File: src/ppm_map.svh
// Offsets, fields, resets and timing counts of the port block
`ifndef PPM_MAP_SVH
`define PPM_MAP_SVH
// Port-relative register offsets
`define PPM_OFF_DATA 11'h000
`define PPM_OFF_STATUS 11'h001
`define PPM_OFF_CONTROL 11'h002
`define PPM_OFF_EPP_ADDR 11'h003
`define PPM_OFF_EPP_DATA 11'h004
`define PPM_OFF_FIFO 11'h400
`define PPM_OFF_EXT_CTRL 11'h402
`define PPM_OFF_IND_INDEX 11'h403
`define PPM_OFF_IND_DATA 11'h404
// Second-level index of the secondary port control register
`define PPM_IDX_SEC_CTRL 8'h02
// Configuration indices
`define PPM_CFG_PORT_MODE 8'hf0
`define PPM_CFG_IRQ_SEL 8'h70
`define PPM_CFG_DMA_SEL 8'h74
// Field positions
`define PPM_MODE_HI 7
`define PPM_MODE_LO 5
`define PPM_CFG_DYN_BIT 4
`define PPM_SEC_COMPAT_BIT 7
`define PPM_SEC_EPP19_BIT 4
`define PPM_FER_PORT_EN_BIT 4
`define PPM_CTR_DIR_BIT 5
`define PPM_CTR_IRQ_EN_BIT 4
`define PPM_ECR_SERVICE_BIT 2
`define PPM_ECR_DMA_EN_BIT 3
// Reset values: dynamic configuration with extended control in ECP
`define PPM_CFG_RESET 8'hf0
`define PPM_ECR_RESET 8'h61
`define PPM_SEC_RESET 8'h00
`define PPM_CTR_RESET 8'h04
`define PPM_IRQ_RESET 4'h7
`define PPM_DMA_RESET 2'h0
// FIFO depth and service threshold
`define PPM_FIFO_DEPTH 16
`define PPM_FIFO_AW 4
`define PPM_FIFO_THRESH 5'h08
// Timing: clock period, strobe width and EPP time-out
`define PPM_CLK_NS 4
`define PPM_STROBE_NS 500
`define PPM_STROBE_CYC ((`PPM_STROBE_NS + `PPM_CLK_NS - 1) / `PPM_CLK_NS)
`define PPM_EPP_TMO_NS 10000
`define PPM_EPP_TMO_CYC (`PPM_EPP_TMO_NS / `PPM_CLK_NS)
`endif

File: src/ppm_pkg.sv
// Types of the parallel port mode block: mode select and handshake states
`default_nettype none
package ppm_pkg;
  typedef enum logic [5:0] {
    MODE_SPP_COMPAT = 6'b00_0001,
    MODE_SPP_EXT = 6'b00_0010,
    MODE_FIFO_OUT = 6'b00_0100,
    MODE_EPP17 = 6'b00_1000,
    MODE_EPP19 = 6'b01_0000,
    MODE_ECP = 6'b10_0000
  } ppm_mode_t;
  typedef enum logic [3:0] {
    HS_IDLE = 4'b0001,
    HS_SETUP = 4'b0010,
    HS_PULSE = 4'b0100,
    HS_WAIT = 4'b1000
  } ppm_hs_t;
endpackage
`default_nettype wire

File: src/ppm_fifo.sv
// Sixteen-entry byte FIFO with registered output
`default_nettype none
`include "ppm_map.svh"
module ppm_fifo (
  input wire logic clk,
  input wire logic rst_n,
  input wire logic flush,
  input wire logic wr_valid,
  input wire logic [7:0] wr_data,
  output logic wr_ready,
  output logic rd_valid,
  output logic [7:0] rd_data,
  input wire logic rd_ready,
  output logic [4:0] level
);
  logic [7:0] mem [0:`PPM_FIFO_DEPTH-1];
  logic [`PPM_FIFO_AW-1:0] wp_r;
  logic [`PPM_FIFO_AW-1:0] rp_r;
  logic [4:0] cnt_r;
  logic out_v_r;
  logic [7:0] out_d_r;
  logic push;
  logic load;

  // Accept while not full; refill output stage when free
  assign wr_ready = (cnt_r != 5'h10);
  assign push = wr_valid & wr_ready;
  assign load = (cnt_r != 5'h00) & (~out_v_r | rd_ready);
  assign rd_valid = out_v_r;
  assign rd_data = out_d_r;
  assign level = cnt_r;

  // Storage array needs no reset
  always_ff @(posedge clk) begin
    if (push) begin
      mem[wp_r] <= wr_data;
    end
  end

  // Pointers and count; flush empties everything at once
  always_ff @(posedge clk or negedge rst_n) begin
    if (!rst_n) begin
      wp_r <= '0;
      rp_r <= '0;
      cnt_r <= 5'h00;
    end else if (flush) begin
      wp_r <= '0;
      rp_r <= '0;
      cnt_r <= 5'h00;
    end else begin
      if (push) begin
        wp_r <= wp_r + 1'b1;
      end
      if (load) begin
        rp_r <= rp_r + 1'b1;
      end
      cnt_r <= 5'(cnt_r + {4'h0, push} - {4'h0, load});
    end
  end

  // Read data comes out of a register so the drain side sees clean timing
  always_ff @(posedge clk or negedge rst_n) begin
    if (!rst_n) begin
      out_v_r <= 1'b0;
      out_d_r <= 8'h00;
    end else if (flush) begin
      out_v_r <= 1'b0;
    end else begin
      if (load) begin
        out_d_r <= mem[rp_r];
      end
      out_v_r <= load | (out_v_r & ~rd_ready);
    end
  end
endmodule
`default_nettype wire

File: src/ppm_port.sv
// Parallel port mode selection, configuration registers and pin handshake
//
// Functional notes
// - ECP mode after reset, no software needed
// - Static mode from configuration bits 7-5
// - Static decode: compat, extended, EPP 1.7, 1.9
// - Dynamic only when bit4 set, bits 110/111
// - Dynamic mode from extended control and secondary
// - Secondary registers reached through index and data
// - Dynamic decode: compat, extended, FIFO, ECP, EPP
// - Secondary bit 7 qualifies compatibility behaviour
// - Port inactive until function enable bit 4
// - Interrupt routable, DMA to three channels
// - Reset floats strobes and interrupt, init low
// - Compatible mode outputs data, software paced
// - FIFO mode: buffered output, hardware handshake
// - Extended mode transfers bytes both directions
// - ECP: bidirectional 16-level FIFO, threshold, DMA
// - EPP 1.9 waits handshake, 1.7 fixed timing
`default_nettype none
`include "ppm_map.svh"
module ppm_port (
  input wire logic CLOCK,
  input wire logic ARST_N,
  input wire logic [10:0] BUS_ADDR,
  input wire logic [7:0] BUS_WDATA,
  input wire logic BUS_WR,
  input wire logic BUS_RD,
  output logic [7:0] BUS_RDATA,
  input wire logic CFG_WR,
  input wire logic [7:0] CFG_INDEX,
  input wire logic [7:0] CFG_WDATA,
  output logic [7:0] CFG_RDATA,
  input wire logic FUNC_ENABLE_ONE_WR,
  input wire logic [2:0] DACK_N,
  output logic [2:0] DRQ,
  output logic [15:0] IRQ_O,
  output logic [15:0] IRQ_OE,
  input wire logic [7:0] PD_I,
  output logic [7:0] PD_O,
  output logic PD_OE,
  output logic DATA_STROBE_LINE_N_O,
  output logic DATA_STROBE_LINE_N_OE,
  output logic AUTO_FEED_LINE_N_O,
  output logic AUTO_FEED_LINE_N_OE,
  output logic SELECT_IN_LINE_N_O,
  output logic SELECT_IN_LINE_N_OE,
  output logic PRINTER_INIT_N_O,
  input wire logic ACK_N_I,
  input wire logic BUSY_I,
  input wire logic PAPER_END_I,
  input wire logic SELECT_I,
  input wire logic ERROR_N_I,
  output logic [5:0] MODE_SEL,
  output logic COMPAT_QUAL
);
  localparam logic [11:0] STROBE_CYC = 12'(`PPM_STROBE_CYC);
  localparam logic [11:0] TMO_CYC = 12'(`PPM_EPP_TMO_CYC);

  logic [7:0] cfg_r, ecr_r, sec_r, ctr_r, data_r, index_r, fer_r;
  logic [3:0] irq_sel_r;
  logic [1:0] dma_sel_r;
  ppm_pkg::ppm_mode_t mode_r, mode_nxt;
  ppm_pkg::ppm_hs_t hs_r;
  logic [11:0] hs_cnt_r;
  logic [12:0] pin_s1_r, pin_s2_r;
  logic ack_d_r, irq_flag_r, tmo_r, epp_addr_r;
  logic [7:0] epp_byte_r;
  logic epp_req_r;
  logic [7:0] pd_s, status;
  logic ack_s, busy_s, en, dyn, fwd, fifo_mode;
  logic ack_rise, ack_fall, dma_wr;
  logic wr_data, wr_fifo, rd_fifo, wr_ecr, wr_ind, wr_ctr;
  logic f_wr_valid, f_wr_ready, f_rd_valid, f_rd_ready;
  logic [7:0] f_wr_data, f_rd_data;
  logic [4:0] f_level;
  logic hs_take;

  // Two-flop synchronisers on all pin inputs
  always_ff @(posedge CLOCK or negedge ARST_N) begin
    if (!ARST_N) begin
      pin_s1_r <= 13'h1fff;
      pin_s2_r <= 13'h1fff;
    end else begin
      pin_s1_r <= {ACK_N_I, BUSY_I, PAPER_END_I, SELECT_I, ERROR_N_I, PD_I};
      pin_s2_r <= pin_s1_r;
    end
  end
  assign pd_s = pin_s2_r[7:0];
  assign ack_s = pin_s2_r[12];
  assign busy_s = pin_s2_r[11];

  // Edge detect reads the second stage only
  always_ff @(posedge CLOCK or negedge ARST_N) begin
    if (!ARST_N) begin
      ack_d_r <= 1'b1;
    end else begin
      ack_d_r <= ack_s;
    end
  end
  assign ack_rise = ack_s & ~ack_d_r;
  assign ack_fall = ~ack_s & ack_d_r;

  assign en = fer_r[`PPM_FER_PORT_EN_BIT];
  assign dyn = cfg_r[`PPM_CFG_DYN_BIT] && cfg_r[7:6] == 2'b11;
  assign fwd = ~ctr_r[`PPM_CTR_DIR_BIT];
  assign fifo_mode = (mode_r == ppm_pkg::MODE_FIFO_OUT) || (mode_r == ppm_pkg::MODE_ECP);

  // Bus decodes; nothing in the port answers while it is disabled
  assign wr_data = en & BUS_WR & (BUS_ADDR == `PPM_OFF_DATA);
  assign wr_ctr = en & BUS_WR & (BUS_ADDR == `PPM_OFF_CONTROL);
  assign wr_ecr = en & BUS_WR & (BUS_ADDR == `PPM_OFF_EXT_CTRL);
  assign wr_ind = en & BUS_WR & (BUS_ADDR == `PPM_OFF_IND_DATA);
  assign dma_wr = en & BUS_WR & ~DACK_N[dma_sel_r];
  assign wr_fifo = (en & BUS_WR & (BUS_ADDR == `PPM_OFF_FIFO)) | dma_wr;
  assign rd_fifo = en & BUS_RD & (BUS_ADDR == `PPM_OFF_FIFO);

  // Configuration side: mode byte, interrupt and DMA routing, function enable
  always_ff @(posedge CLOCK or negedge ARST_N) begin
    if (!ARST_N) begin
      cfg_r <= `PPM_CFG_RESET;
      irq_sel_r <= `PPM_IRQ_RESET;
      dma_sel_r <= `PPM_DMA_RESET;
      fer_r <= 8'h00;
    end else begin
      if (CFG_WR && CFG_INDEX == `PPM_CFG_PORT_MODE) begin
        cfg_r <= CFG_WDATA;
      end
      // Lines 0, 2 and 13 are not routable; such writes are dropped
      if (CFG_WR && CFG_INDEX == `PPM_CFG_IRQ_SEL && CFG_WDATA[3:0] != 4'h0 &&
          CFG_WDATA[3:0] != 4'h2 && CFG_WDATA[3:0] != 4'hd) begin
        irq_sel_r <= CFG_WDATA[3:0];
      end
      if (CFG_WR && CFG_INDEX == `PPM_CFG_DMA_SEL && CFG_WDATA[1:0] != 2'h3) begin
        dma_sel_r <= CFG_WDATA[1:0];
      end
      if (FUNC_ENABLE_ONE_WR) begin
        fer_r <= CFG_WDATA;
      end
    end
  end

  // Configuration read-back, registered
  always_ff @(posedge CLOCK or negedge ARST_N) begin
    if (!ARST_N) begin
      CFG_RDATA <= 8'h00;
    end else begin
      case (CFG_INDEX)
        `PPM_CFG_PORT_MODE: CFG_RDATA <= cfg_r;
        `PPM_CFG_IRQ_SEL: CFG_RDATA <= {4'h0, irq_sel_r};
        `PPM_CFG_DMA_SEL: CFG_RDATA <= {6'h00, dma_sel_r};
        default: CFG_RDATA <= 8'h00;
      endcase
    end
  end

  // Port registers: data latch, control, extended control, index, secondary
  always_ff @(posedge CLOCK or negedge ARST_N) begin
    if (!ARST_N) begin
      data_r <= 8'h00;
      ctr_r <= `PPM_CTR_RESET;
      ecr_r <= `PPM_ECR_RESET;
      index_r <= 8'h00;
      sec_r <= `PPM_SEC_RESET;
    end else begin
      if (wr_data) begin
        data_r <= BUS_WDATA;
      end
      if (wr_ctr) begin
        ctr_r <= BUS_WDATA;
      end
      if (wr_ecr) begin
        ecr_r <= BUS_WDATA;
      end
      if (en && BUS_WR && BUS_ADDR == `PPM_OFF_IND_INDEX) begin
        index_r <= BUS_WDATA;
      end
      // Revision bit only moves while the configuration unlock bit is set
      if (wr_ind && index_r == `PPM_IDX_SEC_CTRL) begin
        sec_r <= BUS_WDATA;
        if (!cfg_r[`PPM_CFG_DYN_BIT]) begin
          sec_r[`PPM_SEC_EPP19_BIT] <= sec_r[`PPM_SEC_EPP19_BIT];
        end
      end
    end
  end

  // Mode decode: static byte, or extended control once unlocked
  always_comb begin
    mode_nxt = mode_r;
    if (!dyn) begin
      case (cfg_r[`PPM_MODE_HI:`PPM_MODE_LO])
        3'b000: mode_nxt = ppm_pkg::MODE_SPP_COMPAT;
        3'b001: mode_nxt = ppm_pkg::MODE_SPP_EXT;
        3'b010: mode_nxt = ppm_pkg::MODE_EPP17;
        3'b011: mode_nxt = ppm_pkg::MODE_EPP19;
        default: mode_nxt = mode_r;
      endcase
    end else begin
      case (ecr_r[`PPM_MODE_HI:`PPM_MODE_LO])
        3'b000: mode_nxt = ppm_pkg::MODE_SPP_COMPAT;
        3'b001: mode_nxt = ppm_pkg::MODE_SPP_EXT;
        3'b010: mode_nxt = ppm_pkg::MODE_FIFO_OUT;
        3'b011: mode_nxt = ppm_pkg::MODE_ECP;
        3'b100: mode_nxt = sec_r[`PPM_SEC_EPP19_BIT] ? ppm_pkg::MODE_EPP19 : ppm_pkg::MODE_EPP17;
        default: mode_nxt = mode_r;
      endcase
    end
  end

  // Registered one-hot select feeds the mode-specific paths; COMPAT_QUAL is taken from mode_nxt
  always_ff @(posedge CLOCK or negedge ARST_N) begin
    if (!ARST_N) begin
      mode_r <= ppm_pkg::MODE_ECP;
      COMPAT_QUAL <= 1'b0;
    end else begin
      mode_r <= mode_nxt;
      COMPAT_QUAL <= dyn & (mode_nxt != ppm_pkg::MODE_ECP) & sec_r[`PPM_SEC_COMPAT_BIT];
    end
  end
  assign MODE_SEL = mode_r;

  // FIFO feed: host or DMA forward, ack-captured bytes in reverse
  assign f_wr_valid = fifo_mode & (fwd ? wr_fifo : (mode_r == ppm_pkg::MODE_ECP) & ack_fall);
  assign f_wr_data = fwd ? BUS_WDATA : pd_s;
  assign f_rd_ready = fwd ? hs_take : rd_fifo;

  ppm_fifo u_fifo (
    .clk(CLOCK),
    .rst_n(ARST_N),
    .flush(~fifo_mode),
    .wr_valid(f_wr_valid),
    .wr_data(f_wr_data),
    .wr_ready(f_wr_ready),
    .rd_valid(f_rd_valid),
    .rd_data(f_rd_data),
    .rd_ready(f_rd_ready),
    .level(f_level)
  );

  // EPP strobes at offsets 3 and 4 queue one transfer for the handshake
  always_ff @(posedge CLOCK or negedge ARST_N) begin
    if (!ARST_N) begin
      epp_req_r <= 1'b0;
      epp_addr_r <= 1'b0;
      epp_byte_r <= 8'h00;
    end else if (en && BUS_WR && (BUS_ADDR == `PPM_OFF_EPP_ADDR || BUS_ADDR == `PPM_OFF_EPP_DATA) &&
                 (mode_r == ppm_pkg::MODE_EPP17 || mode_r == ppm_pkg::MODE_EPP19)) begin
      epp_req_r <= 1'b1;
      epp_addr_r <= (BUS_ADDR == `PPM_OFF_EPP_ADDR);
      epp_byte_r <= BUS_WDATA;
    end else if (hs_r == ppm_pkg::HS_SETUP) begin
      epp_req_r <= 1'b0;
    end
  end

  // Hardware handshake: busy stalls the drain, so the FIFO really fills
  assign hs_take = (hs_r == ppm_pkg::HS_IDLE) & f_rd_valid & ~busy_s & en &
                   (mode_r == ppm_pkg::MODE_FIFO_OUT || (mode_r == ppm_pkg::MODE_ECP && fwd));
  always_ff @(posedge CLOCK or negedge ARST_N) begin
    if (!ARST_N) begin
      hs_r <= ppm_pkg::HS_IDLE;
      hs_cnt_r <= 12'h000;
      tmo_r <= 1'b0;
    end else begin
      // Status read clears the time-out first, so a new time-out wins
      if (en && BUS_RD && BUS_ADDR == `PPM_OFF_STATUS) begin
        tmo_r <= 1'b0;
      end
      case (hs_r)
        ppm_pkg::HS_IDLE: begin
          hs_cnt_r <= 12'h000;
          if (hs_take || epp_req_r) begin
            hs_r <= ppm_pkg::HS_SETUP;
          end
        end
        ppm_pkg::HS_SETUP: begin
          hs_r <= ppm_pkg::HS_PULSE;
        end
        ppm_pkg::HS_PULSE: begin
          hs_cnt_r <= hs_cnt_r + 12'h001;
          if (mode_r == ppm_pkg::MODE_EPP19) begin
            // Full interlock: wait for the peripheral, give up after the time-out
            if (busy_s) begin
              hs_r <= ppm_pkg::HS_WAIT;
            end else if (hs_cnt_r == TMO_CYC - 12'h001) begin
              tmo_r <= 1'b1;
              hs_r <= ppm_pkg::HS_IDLE;
            end
          end else if (hs_cnt_r == STROBE_CYC - 12'h001) begin
            hs_r <= ppm_pkg::HS_WAIT;
          end
        end
        ppm_pkg::HS_WAIT: begin
          // Older EPP revision does not wait for the peripheral here
          if (mode_r == ppm_pkg::MODE_EPP17 || (mode_r == ppm_pkg::MODE_EPP19 ? ~busy_s : 1'b1)) begin
            hs_r <= ppm_pkg::HS_IDLE;
          end
        end
        default: hs_r <= ppm_pkg::HS_IDLE;
      endcase
    end
  end

  // Data and control pins; only init is driven, held low, until the port is enabled
  always_ff @(posedge CLOCK or negedge ARST_N) begin
    if (!ARST_N) begin
      PD_O <= 8'h00;
      PD_OE <= 1'b0;
      DATA_STROBE_LINE_N_O <= 1'b1;
      DATA_STROBE_LINE_N_OE <= 1'b0;
      AUTO_FEED_LINE_N_O <= 1'b1;
      AUTO_FEED_LINE_N_OE <= 1'b0;
      SELECT_IN_LINE_N_O <= 1'b1;
      SELECT_IN_LINE_N_OE <= 1'b0;
      PRINTER_INIT_N_O <= 1'b0;
    end else begin
      PD_OE <= en & (fwd | (mode_r == ppm_pkg::MODE_SPP_COMPAT));
      DATA_STROBE_LINE_N_OE <= en;
      AUTO_FEED_LINE_N_OE <= en;
      SELECT_IN_LINE_N_OE <= en;
      PRINTER_INIT_N_O <= en & ctr_r[2];
      if (hs_take) begin
        PD_O <= f_rd_data;
      end else if (hs_r == ppm_pkg::HS_IDLE && epp_req_r) begin
        PD_O <= epp_byte_r;
      end else if (!fifo_mode && hs_r == ppm_pkg::HS_IDLE) begin
        PD_O <= data_r;
      end
      if (fifo_mode || mode_r == ppm_pkg::MODE_EPP17 || mode_r == ppm_pkg::MODE_EPP19) begin
        // Hardware owns the strobes in FIFO, ECP and EPP
        DATA_STROBE_LINE_N_O <= ~(fifo_mode & hs_r == ppm_pkg::HS_PULSE);
        AUTO_FEED_LINE_N_O <= ~(~fifo_mode & ~epp_addr_r & hs_r == ppm_pkg::HS_PULSE);
        SELECT_IN_LINE_N_O <= ~(~fifo_mode & epp_addr_r & hs_r == ppm_pkg::HS_PULSE);
      end else begin
        DATA_STROBE_LINE_N_O <= ~ctr_r[0];
        AUTO_FEED_LINE_N_O <= ~ctr_r[1];
        SELECT_IN_LINE_N_O <= ~ctr_r[3];
      end
    end
  end

  // Status byte: timeout, interrupt flag and synchronised printer lines
  assign status = {~busy_s, ack_s, pin_s2_r[10], pin_s2_r[9], pin_s2_r[8], ~irq_flag_r, 1'b1,
                   (mode_r == ppm_pkg::MODE_EPP17 || mode_r == ppm_pkg::MODE_EPP19) ? tmo_r : 1'b1};

  // Acknowledge flag, sticky until status read; set wins
  always_ff @(posedge CLOCK or negedge ARST_N) begin
    if (!ARST_N) begin
      irq_flag_r <= 1'b0;
    end else if (ack_rise && ctr_r[`PPM_CTR_IRQ_EN_BIT]) begin
      irq_flag_r <= 1'b1;
    end else if (en && BUS_RD && BUS_ADDR == `PPM_OFF_STATUS) begin
      irq_flag_r <= 1'b0;
    end
  end

  // Register read mux, registered
  always_ff @(posedge CLOCK or negedge ARST_N) begin
    if (!ARST_N) begin
      BUS_RDATA <= 8'h00;
    end else if (!en) begin
      BUS_RDATA <= 8'h00;
    end else begin
      case (BUS_ADDR)
        `PPM_OFF_DATA: BUS_RDATA <= (mode_r == ppm_pkg::MODE_SPP_EXT && !fwd) ? pd_s : data_r;
        `PPM_OFF_STATUS: BUS_RDATA <= status;
        `PPM_OFF_CONTROL: BUS_RDATA <= ctr_r;
        `PPM_OFF_FIFO: BUS_RDATA <= f_rd_data;
        `PPM_OFF_EXT_CTRL: BUS_RDATA <= {ecr_r[7:2], ~f_wr_ready, ~f_rd_valid & (f_level == 5'h00)};
        `PPM_OFF_IND_INDEX: BUS_RDATA <= index_r;
        `PPM_OFF_IND_DATA: BUS_RDATA <= (index_r == `PPM_IDX_SEC_CTRL) ? sec_r : 8'h00;
        default: BUS_RDATA <= 8'h00;
      endcase
    end
  end

  // DMA request on the selected channel while FIFO has room
  always_ff @(posedge CLOCK or negedge ARST_N) begin
    if (!ARST_N) begin
      DRQ <= 3'b000;
    end else begin
      DRQ <= 3'b000;
      DRQ[dma_sel_r] <= en & fifo_mode & fwd & ecr_r[`PPM_ECR_DMA_EN_BIT] & f_wr_ready;
    end
  end

  // One interrupt line driven, the rest floated
  genvar g;
  for (g = 0; g < 16; g++) begin : g_irq
    always_ff @(posedge CLOCK or negedge ARST_N) begin
      if (!ARST_N) begin
        IRQ_O[g] <= 1'b0;
        IRQ_OE[g] <= 1'b0;
      end else begin
        IRQ_OE[g] <= en & (irq_sel_r == 4'(g)) & ((mode_r == ppm_pkg::MODE_ECP) | ctr_r[`PPM_CTR_IRQ_EN_BIT]);
        IRQ_O[g] <= (mode_r == ppm_pkg::MODE_ECP) ?
                    (~ecr_r[`PPM_ECR_SERVICE_BIT] & (fwd ? f_level <= `PPM_FIFO_THRESH
                                                         : f_level >= `PPM_FIFO_THRESH)) : irq_flag_r;
      end
    end
  end
endmodule
`default_nettype wire

File: config.mk
export PLATFORM = sky130hd
export DESIGN_NAME = ppm_port
export DESIGN_NICKNAME = d
export VERILOG_FILES = /design/src/ppm_pkg.sv /design/src/ppm_fifo.sv /design/src/ppm_port.sv
export VERILOG_INCLUDE_DIRS = /design/src
export SDC_FILE = /design/constraint.sdc
export NUM_CORES = 1
export LEC_CHECK = 0
export ABC_CLOCK_PERIOD_IN_PS = 3500
export BUFFER_PORTS_ARGS = -buffer_cell sky130_fd_sc_hd__buf_2
export CORE_MARGIN = 4
export CORE_UTILIZATION = 35
export DETAILED_ROUTE_END_ITERATION = 8
export HOLD_SLACK_MARGIN = 0.15
export SYNTH_ARGS = -nofsm -noshare
export SYNTH_HDL_FRONTEND = slang
export SYNTH_HIERARCHICAL = 1
export SYNTH_SLANG_ARGS = --single-unit
File: constraint.sdc
create_clock -name CLOCK -period 3.5 [get_ports CLOCK]
set_input_delay 0.7 -clock CLOCK [delete_from_list [all_inputs] [get_ports CLOCK]]
set_output_delay 0.7 -clock CLOCK [all_outputs]
set_load 0.02 [all_outputs]
-- Word-level counts from Yosys, hierarchy flattened
Memories as Yosys holds them, arrays and structs flattened. A register that Yosys moved wholly into a read port is not among the register bits.
Cells that the tools add are included.
- register bits: 185
- bits of input ports: 57
- memory bits (writable): 128
- bits in latches: 0
- bits in read-only memories: 0
- memories: 1
- memory list (name ; words ; width ; rd ports ; clocked after memory_dff ; write ports ; line ; text):
    u_fifo.mem ; 16 ; 8 ; 1 ; 1 ; 1 ; ppm_fifo.sv:16 ; logic [7:0] mem [0:`PPM_FIFO_DEPTH-1];
- bitwise logic cells: 91
- equal/unequal tests: 58
- mux-type cells: 51
- $add $sub $neg: 5
- div/mod/pow operators: 0
- multipliers: 0
- magnitude comparators: 4
- shift operators: 0
- reduce and logical (&&, ||, !) cells: 45
- operators with widths (cell ; number):
    AND 1 bit ; 67
    2-to-1 mux 8 bit ; 7
    case mux 8 bit (7 select lines) ; 1
    == test 11 bit, second input constant ; 4
    2-to-1 mux 4 bit ; 10
    == test 4 bit, second input constant ; 9
    case mux 6 bit (5 select lines) ; 1
    case mux 12 bit (2 select lines) ; 1
    case mux 6 bit (4 select lines) ; 1
    case mux 8 bit (3 select lines) ; 1
    2-to-1 mux 1 bit ; 23
    == test 11 x 2 -> 1 bit, second input constant ; 2
    logical AND 1 bit ; 21
    == test 4 x 3 -> 1 bit, second input constant ; 5
    NOT 1 bit ; 18
    == test 8 x 7 -> 1 bit, second input constant ; 2
    case mux 4 bit (4 select lines) ; 1
    adder 12 x 1 -> 12 bit, second input constant ; 1
    == test 12 bit, second input constant ; 1
    == test 12 x 7 -> 1 bit, second input constant ; 1
    == test 3 x 2 -> 1 bit, second input constant ; 4
    == test 4 x 2 -> 1 bit, second input constant ; 3
    == test 11 x 1 -> 1 bit, second input constant ; 1
    == test 11 x 3 -> 1 bit, second input constant ; 1
    44 further kinds ; 68

-- Depth between registers and ports, before layout
- depth after elaboration: 11
- depth in mapped cells: 16
- depth with buffers taken out: 15

-- By module
Netlist, hierarchy kept.
- by module, submodules not included (module ; sequential area each (um2) ; cells an instance ; times used ; area each (um2)):
    ppm_port ; 4181.5 ; 654 ; 1 ; 7577.3
    ppm_fifo ; 4394.2 ; 324 ; 1 ; 6127.1

-- Worst setup path before layout
Ideal clock, no wire load.
- path kind: input -> register
- from: input BUS_ADDR[7]
- to: register u_fifo.cnt_r[4] (netlist: u_fifo/level[4])
- buffers on the path: 0
- stages on the path: 14
- arrival: 3715 ps
- setup slack: -366 ps
- data required time: 3349 ps
- path through: nor4_1 nand2_1 nor3_2 a21oi_1 o41ai_1 nand2_2 xnor2_1 ha_1 inv_1 fa_1 nor2b_1 o21bai_1 a21oi_1 nor3b_1
- word-level cells in the longest chain between the ends: 9
- ends and longest elaborated chain (what ; line ; text):
    start: declaration ; ppm_port.sv:25 ; input wire logic [10:0] BUS_ADDR,
    == test 11 bit ; n/a ;
    AND 1 bit ; ppm_port.sv:115 ; assign wr_fifo = (en & BUS_WR & (BUS_ADDR == `PPM_OFF_FIFO)) | dma_wr;
    OR 1 bit ; ppm_port.sv:115 ;
    2-to-1 mux 1 bit ; ppm_port.sv:224 ; assign f_wr_valid = fifo_mode & (fwd ? wr_fifo : (mode_r == ppm_pkg::MODE_ECP) & ack_fall);
    AND 1 bit ; ppm_port.sv:224 ;
    named net f_wr_valid ; ppm_port.sv:74 ; logic f_wr_valid, f_wr_ready, f_rd_valid, f_rd_ready;
    AND 1 bit ; ppm_fifo.sv:27 ; assign push = wr_valid & wr_ready;
    adder 5 x 1 -> 5 bit ; ppm_fifo.sv:57 ; cnt_r <= 5'(cnt_r + {4'h0, push} - {4'h0, load});
    subtractor 5 x 1 -> 5 bit ; ppm_fifo.sv:57 ;
    2-to-1 mux 5 bit ; ppm_fifo.sv:46 ; end else if (flush) begin
    end signal: assignment ; ppm_fifo.sv:57 ;
    end: declaration ; ppm_fifo.sv:19 ; logic [4:0] cnt_r;
The timed path passes the listed nets, and every way through them passes these cells.
A chain may end at the register's enable or synchronous reset.

-- Worst setup path after layout
- from: register mode_r[0] (netlist: MODE_SEL[0])
- to: register u_fifo.cnt_r[4] (netlist: u_fifo/level[4])
- word-level cells in the longest chain between the ends: 9
- ends and longest elaborated chain (what ; line ; text):
    start: declaration ; ppm_port.sv:63 ; ppm_pkg::ppm_mode_t mode_r, mode_nxt;
    start signal: assignment ; ppm_port.sv:214 ; mode_r <= ppm_pkg::MODE_ECP;
    start signal: assignment ; ppm_port.sv:217 ; mode_r <= mode_nxt;
    == test 6 bit ; ppm_port.sv:259 ; (mode_r == ppm_pkg::MODE_FIFO_OUT || (mode_r == ppm_pkg::MODE_ECP && fwd));
    logical AND 1 bit ; ppm_port.sv:259 ;
    logical OR 1 bit (*) ; ppm_port.sv:259 ;
    AND 1 bit (*) ; ppm_port.sv:258 ; assign hs_take = (hs_r == ppm_pkg::HS_IDLE) & f_rd_valid & ~busy_s & en &
    2-to-1 mux 1 bit (*) ; ppm_port.sv:226 ; assign f_rd_ready = fwd ? hs_take : rd_fifo;
    named net f_rd_ready ; ppm_port.sv:74 ;
    OR 1 bit (*) ; ppm_fifo.sv:28 ; assign load = (cnt_r != 5'h00) & (~out_v_r | rd_ready);
    AND 1 bit (*) ; ppm_fifo.sv:28 ;
    subtractor 5 x 1 -> 5 bit (*) ; ppm_fifo.sv:57 ;
    2-to-1 mux 5 bit (*) ; ppm_fifo.sv:46 ;
Mark *: on every way through the listed nets, which the timed path passes. The rest lies on a longest branch.

==> summary.md <==
| Metric | Value |
|---|---|
| Post-Syn Area | 13700 um2 |
| Core footprint | 38600 um2 |
| Register area | 8580 um2 |
| #FFs+latches synth | ~320 |
| Critical path endpoint category | flip-flop |
| Syn Area/Cell | between 10 and 15 um2 |
| ANT nets after route | 0 |
| Post-route DRC violation count | 0 |
| Actual slew at the worst max-slew pin | between 0.7 and 0.8 ns |
| CP required | a little under 4 ns |
| TritonCTS clock tree | built |
| Initial antenna violation count | 0 |
| Mapped Cells | about 1000 |
| Max Fclk | about 0.33 GHz |
| Outcome | finished clean |
| Number of cells on the worst reg-to-reg path | 16 |
| GRT Util Overall | approximately 16% |
| Multi-input logic area | between 4000 and 5000 um2 |
| Post-synth EDFFs | between 100 and 150 |
| Wire length on met3 | ~1900 um |
| Die height | 206 um |
| CP peak stage delay | about 0.39 ns |
| Ranking of synthesized cells by area | edfxtp_1 (28%), dfrtp_1 (26%), dfstp_2 (8.1%), mux2_2 (6.2%), mux4_2 (4.9%) |
| RSZ-0062 raised after global routing | false |
| Fin util | around two fifths |
| Io pins | approximately 130 |
| Synth top area share | between 20% and 30% |
| Placed Instances | between 1500 and 2000 |
| Root buf cell | clkbuf_16 |
| Met1 Wirelength | roughly 15000 um |
| Syn Nets | around 1000 |
| Most frequent cells in the layout | dfrtp_1 (144), buf_2 (129), edfxtp_1 (128) |
| Classification of the worst setup path | reg -> reg |
| Largest area contributor in the netlist | edfxtp_1 |
| Clk_lat worst skew | roughly 0.54 ns |
| Met2 wire len | 16400 um |
| FP Rows | between 70 and 80 |
| Max-Cap Viols | 0 |
| Clock buffer depth | 3 |
| Fin. Hold Viols | 0 |
| DP Wirelength | around 24000 um |
| Final Skew | 0.0204 ns |
| Reg2reg start | MODE_SEL[0] |
| Die Width | between 200 and 250 um |
| Vias per Instance | a little over 5 |
| Post-route design area | between 15000 and 20000 um2 |
| Final Cycle Share | 87.5% |
| Final wirelength | approximately 34000 um |
| Critical Path Source Type | flip-flop |
| # port buffers | between 100 and 150 |
| Sinks on Clock Net | around 320 |
| Seq/Total Area, Yosys | between 60% and 70% |
| CTS clk-pin slew, worst paths | about 0.060 ns |
| Slew headroom | 50.0% |
| # fillers | between 3000 and 4000 |
| Leakage | around 6.5 nW |
| Largest net degree at the start of global routing | 88 |
| First-pass GRT wire length | ~52000 um |
| VDD IR-drop max | between 0.3 and 0.4 mV |
| Vias in the first global route | about 8800 |
| Post-DP Area | between 10000 and 15000 um2 |
| Share of post-route cells with drive strength above 1 | around a third |
| DRT iter0 DRCs | between 500 and 600 |
| Final Hold Slack | between 0.2 and 0.25 ns |
| Commonest non-fill, non-tap cell in the layout | dfrtp_1 |
| CP Cell Sequence | nor4_2, buf_4, o21ai_1, nor2_1, nand3_1, o21ai_0, nor2b_1, nor2_1, xnor2_1, ha_1, inv_1, fa_1, nor2b_1, o21bai_1, a21oi_1, nor3b_1 |
| Ys flop type | dfrtp_1 |
| CP max FO | 3 |
| RePlAce Congestion | approximately 0.86 |
| DR top layer | met4 |
| Setup slack at placement | ~0.0051 ns |
| Area Growth Syn to Fin | 18.2% |
| Worst path top cell family by delay | simple AND/OR/NAND/NOR gates |
| CTS buffer count | 37 |
| Ys Warns | 6 |
| Cell Count, Final, Fillers Out | 1673 |
| Starting Density | between 30% and 40% |
| TNS Setup | 0 ns |
| Final Power | 7.96 mW |
| Nets | 1197 |
| Congestion Overflow GR | 0 |
| Total die area | approximately 42000 um2 |
| R2r setup slk | 0.44 ns |
| Vias post-DR | 8649 |
| First-pass DRT Iterations | 5 |
| Buf/Inv on CP | 2 |
| Slew Viols, Final | 0 |
| Final min period | 3.06 ns |
| Avg WL per Cell | slightly above 20 um |
| Final WS setup | about 0.44 ns |
| Post CTS Setup Buffer Count | 0 |
| Crit path DAT | around 3.5 ns |
| Endpoints failing setup | 0 |
| Crit-path slowest cell | dfrtp_1 |
| Power per cell area | approximately 490 nW/um2 |
| Unique masters post-synth | 77 |
| Min-delay worst type | in -> async |
| H-tree levels | 2 |
| R2r endpoint | u_fifo/level[4] |
| Share of synthesized registers carrying an async set or reset | roughly three fifths |
worst max path at each step:
stage                            to         from  cells after the start
floorplan           u_fifo/level[4]  BUS_ADDR[7]                     14
global placement    u_fifo/level[4]  BUS_ADDR[7]                     15
detailed placement  u_fifo/level[4]  BUS_ADDR[7]                     15
CTS                 u_fifo/level[4]  MODE_SEL[0]                     16
global route        u_fifo/level[4]  MODE_SEL[0]                     16
finish              u_fifo/level[4]  MODE_SEL[0]                     16
cell type report:
type	instances	area share, %
inverters	20	0.464
repair buffers	169	6.04
clock buffers	54	6.62
diodes	1	0.0155
well taps	518	4.00
clock inverters	12	0.757
flip-flops and latches	315	53.0
multi-input cells	584	29.1
synthesized netlist by cell type, drive strengths merged (9+ instances only):
cell      n
a21o     11
dfstp    42
nor3     23
a21oi    33
nor2b    15
nand2    47
o22ai     9
nand3    19
nor3b     9
nor2     67
mux2i    39
edfxtp  128
buf      35
clkbuf   24
dfrtp   145
nand2b    9
inv      20
mux2     76
nand4    15
nor4     11
ha       12
mux4     32
o21ai    33
and2     15
registers in the layout, summed over array words and instances (netlist names), 6 cells and up:
name            flops
pin_s2_r           13
ctr_r               8
u_fifo/rd_data      8
sec_r               8
u_fifo/mem        128
CFG_RDATA           8
epp_byte_r          8
IRQ_OE             16
index_r             8
hs_cnt_r           12
ecr_r               6
data_r              8
BUS_RDATA           8
pin_s1_r           13
MODE_SEL            6
PD_O                8
cfg_r               8
routing by layer:
layer,global-route usage (%),vias up
met4,5.75,0
met5,0,-
met2,26.1,238
li1,-,3947
met1,21.7,4402
met3,3.14,62
timing repair:
action | in CTS | in global routing
gates resized for setup | 0 | 1
hold buffers | 0 | 0
setup endpoints to repair | 0 | 1
worst register-to-register path, stage by stage (launching register included):
cell      delay (ns)
dfrtp_1         0.39
nor4_2          0.33
buf_4           0.17
o21ai_1         0.13
nor2_1          0.19
nand3_1         0.10
o21ai_0         0.13
nor2b_1         0.10
nor2_1          0.16
xnor2_1         0.15
ha_1            0.19
inv_1           0.05
fa_1            0.37
nor2b_1         0.15
o21bai_1        0.10
a21oi_1         0.16
nor3b_1         0.06
kinds of logic (layout without fill, tap and decap cells):
| logic type | Yosys count | after routing | synth area share, % |
|---|---|---|---|
| other cells | 0 | 1 | 0 |
| simple gates | 266 | 266 | 11.0 |
| buf+inv | 79 | 255 | 3.15 |
| flops | 315 | 315 | 62.6 |
| xor+xnor | 11 | 11 | 0.703 |
| fa+ha+maj | 13 | 13 | 1.24 |
| mux | 147 | 147 | 14.4 |
| compound gates | 147 | 147 | 6.95 |
where the power goes:
| part | switching (mW) | leakage, nW | internal (mW) | total (mW) |
|---|---|---|---|---|
| clock network | 1.49 | 0.585 | 2.28 | 3.77 |
| logic | 0.178 | 2.38 | 0.0843 | 0.262 |
| registers | 0.0300 | 3.54 | 3.90 | 3.93 |
| total | 1.70 | 6.51 | 6.26 | 7.96 |
Power figures use the tool's default switching activity.
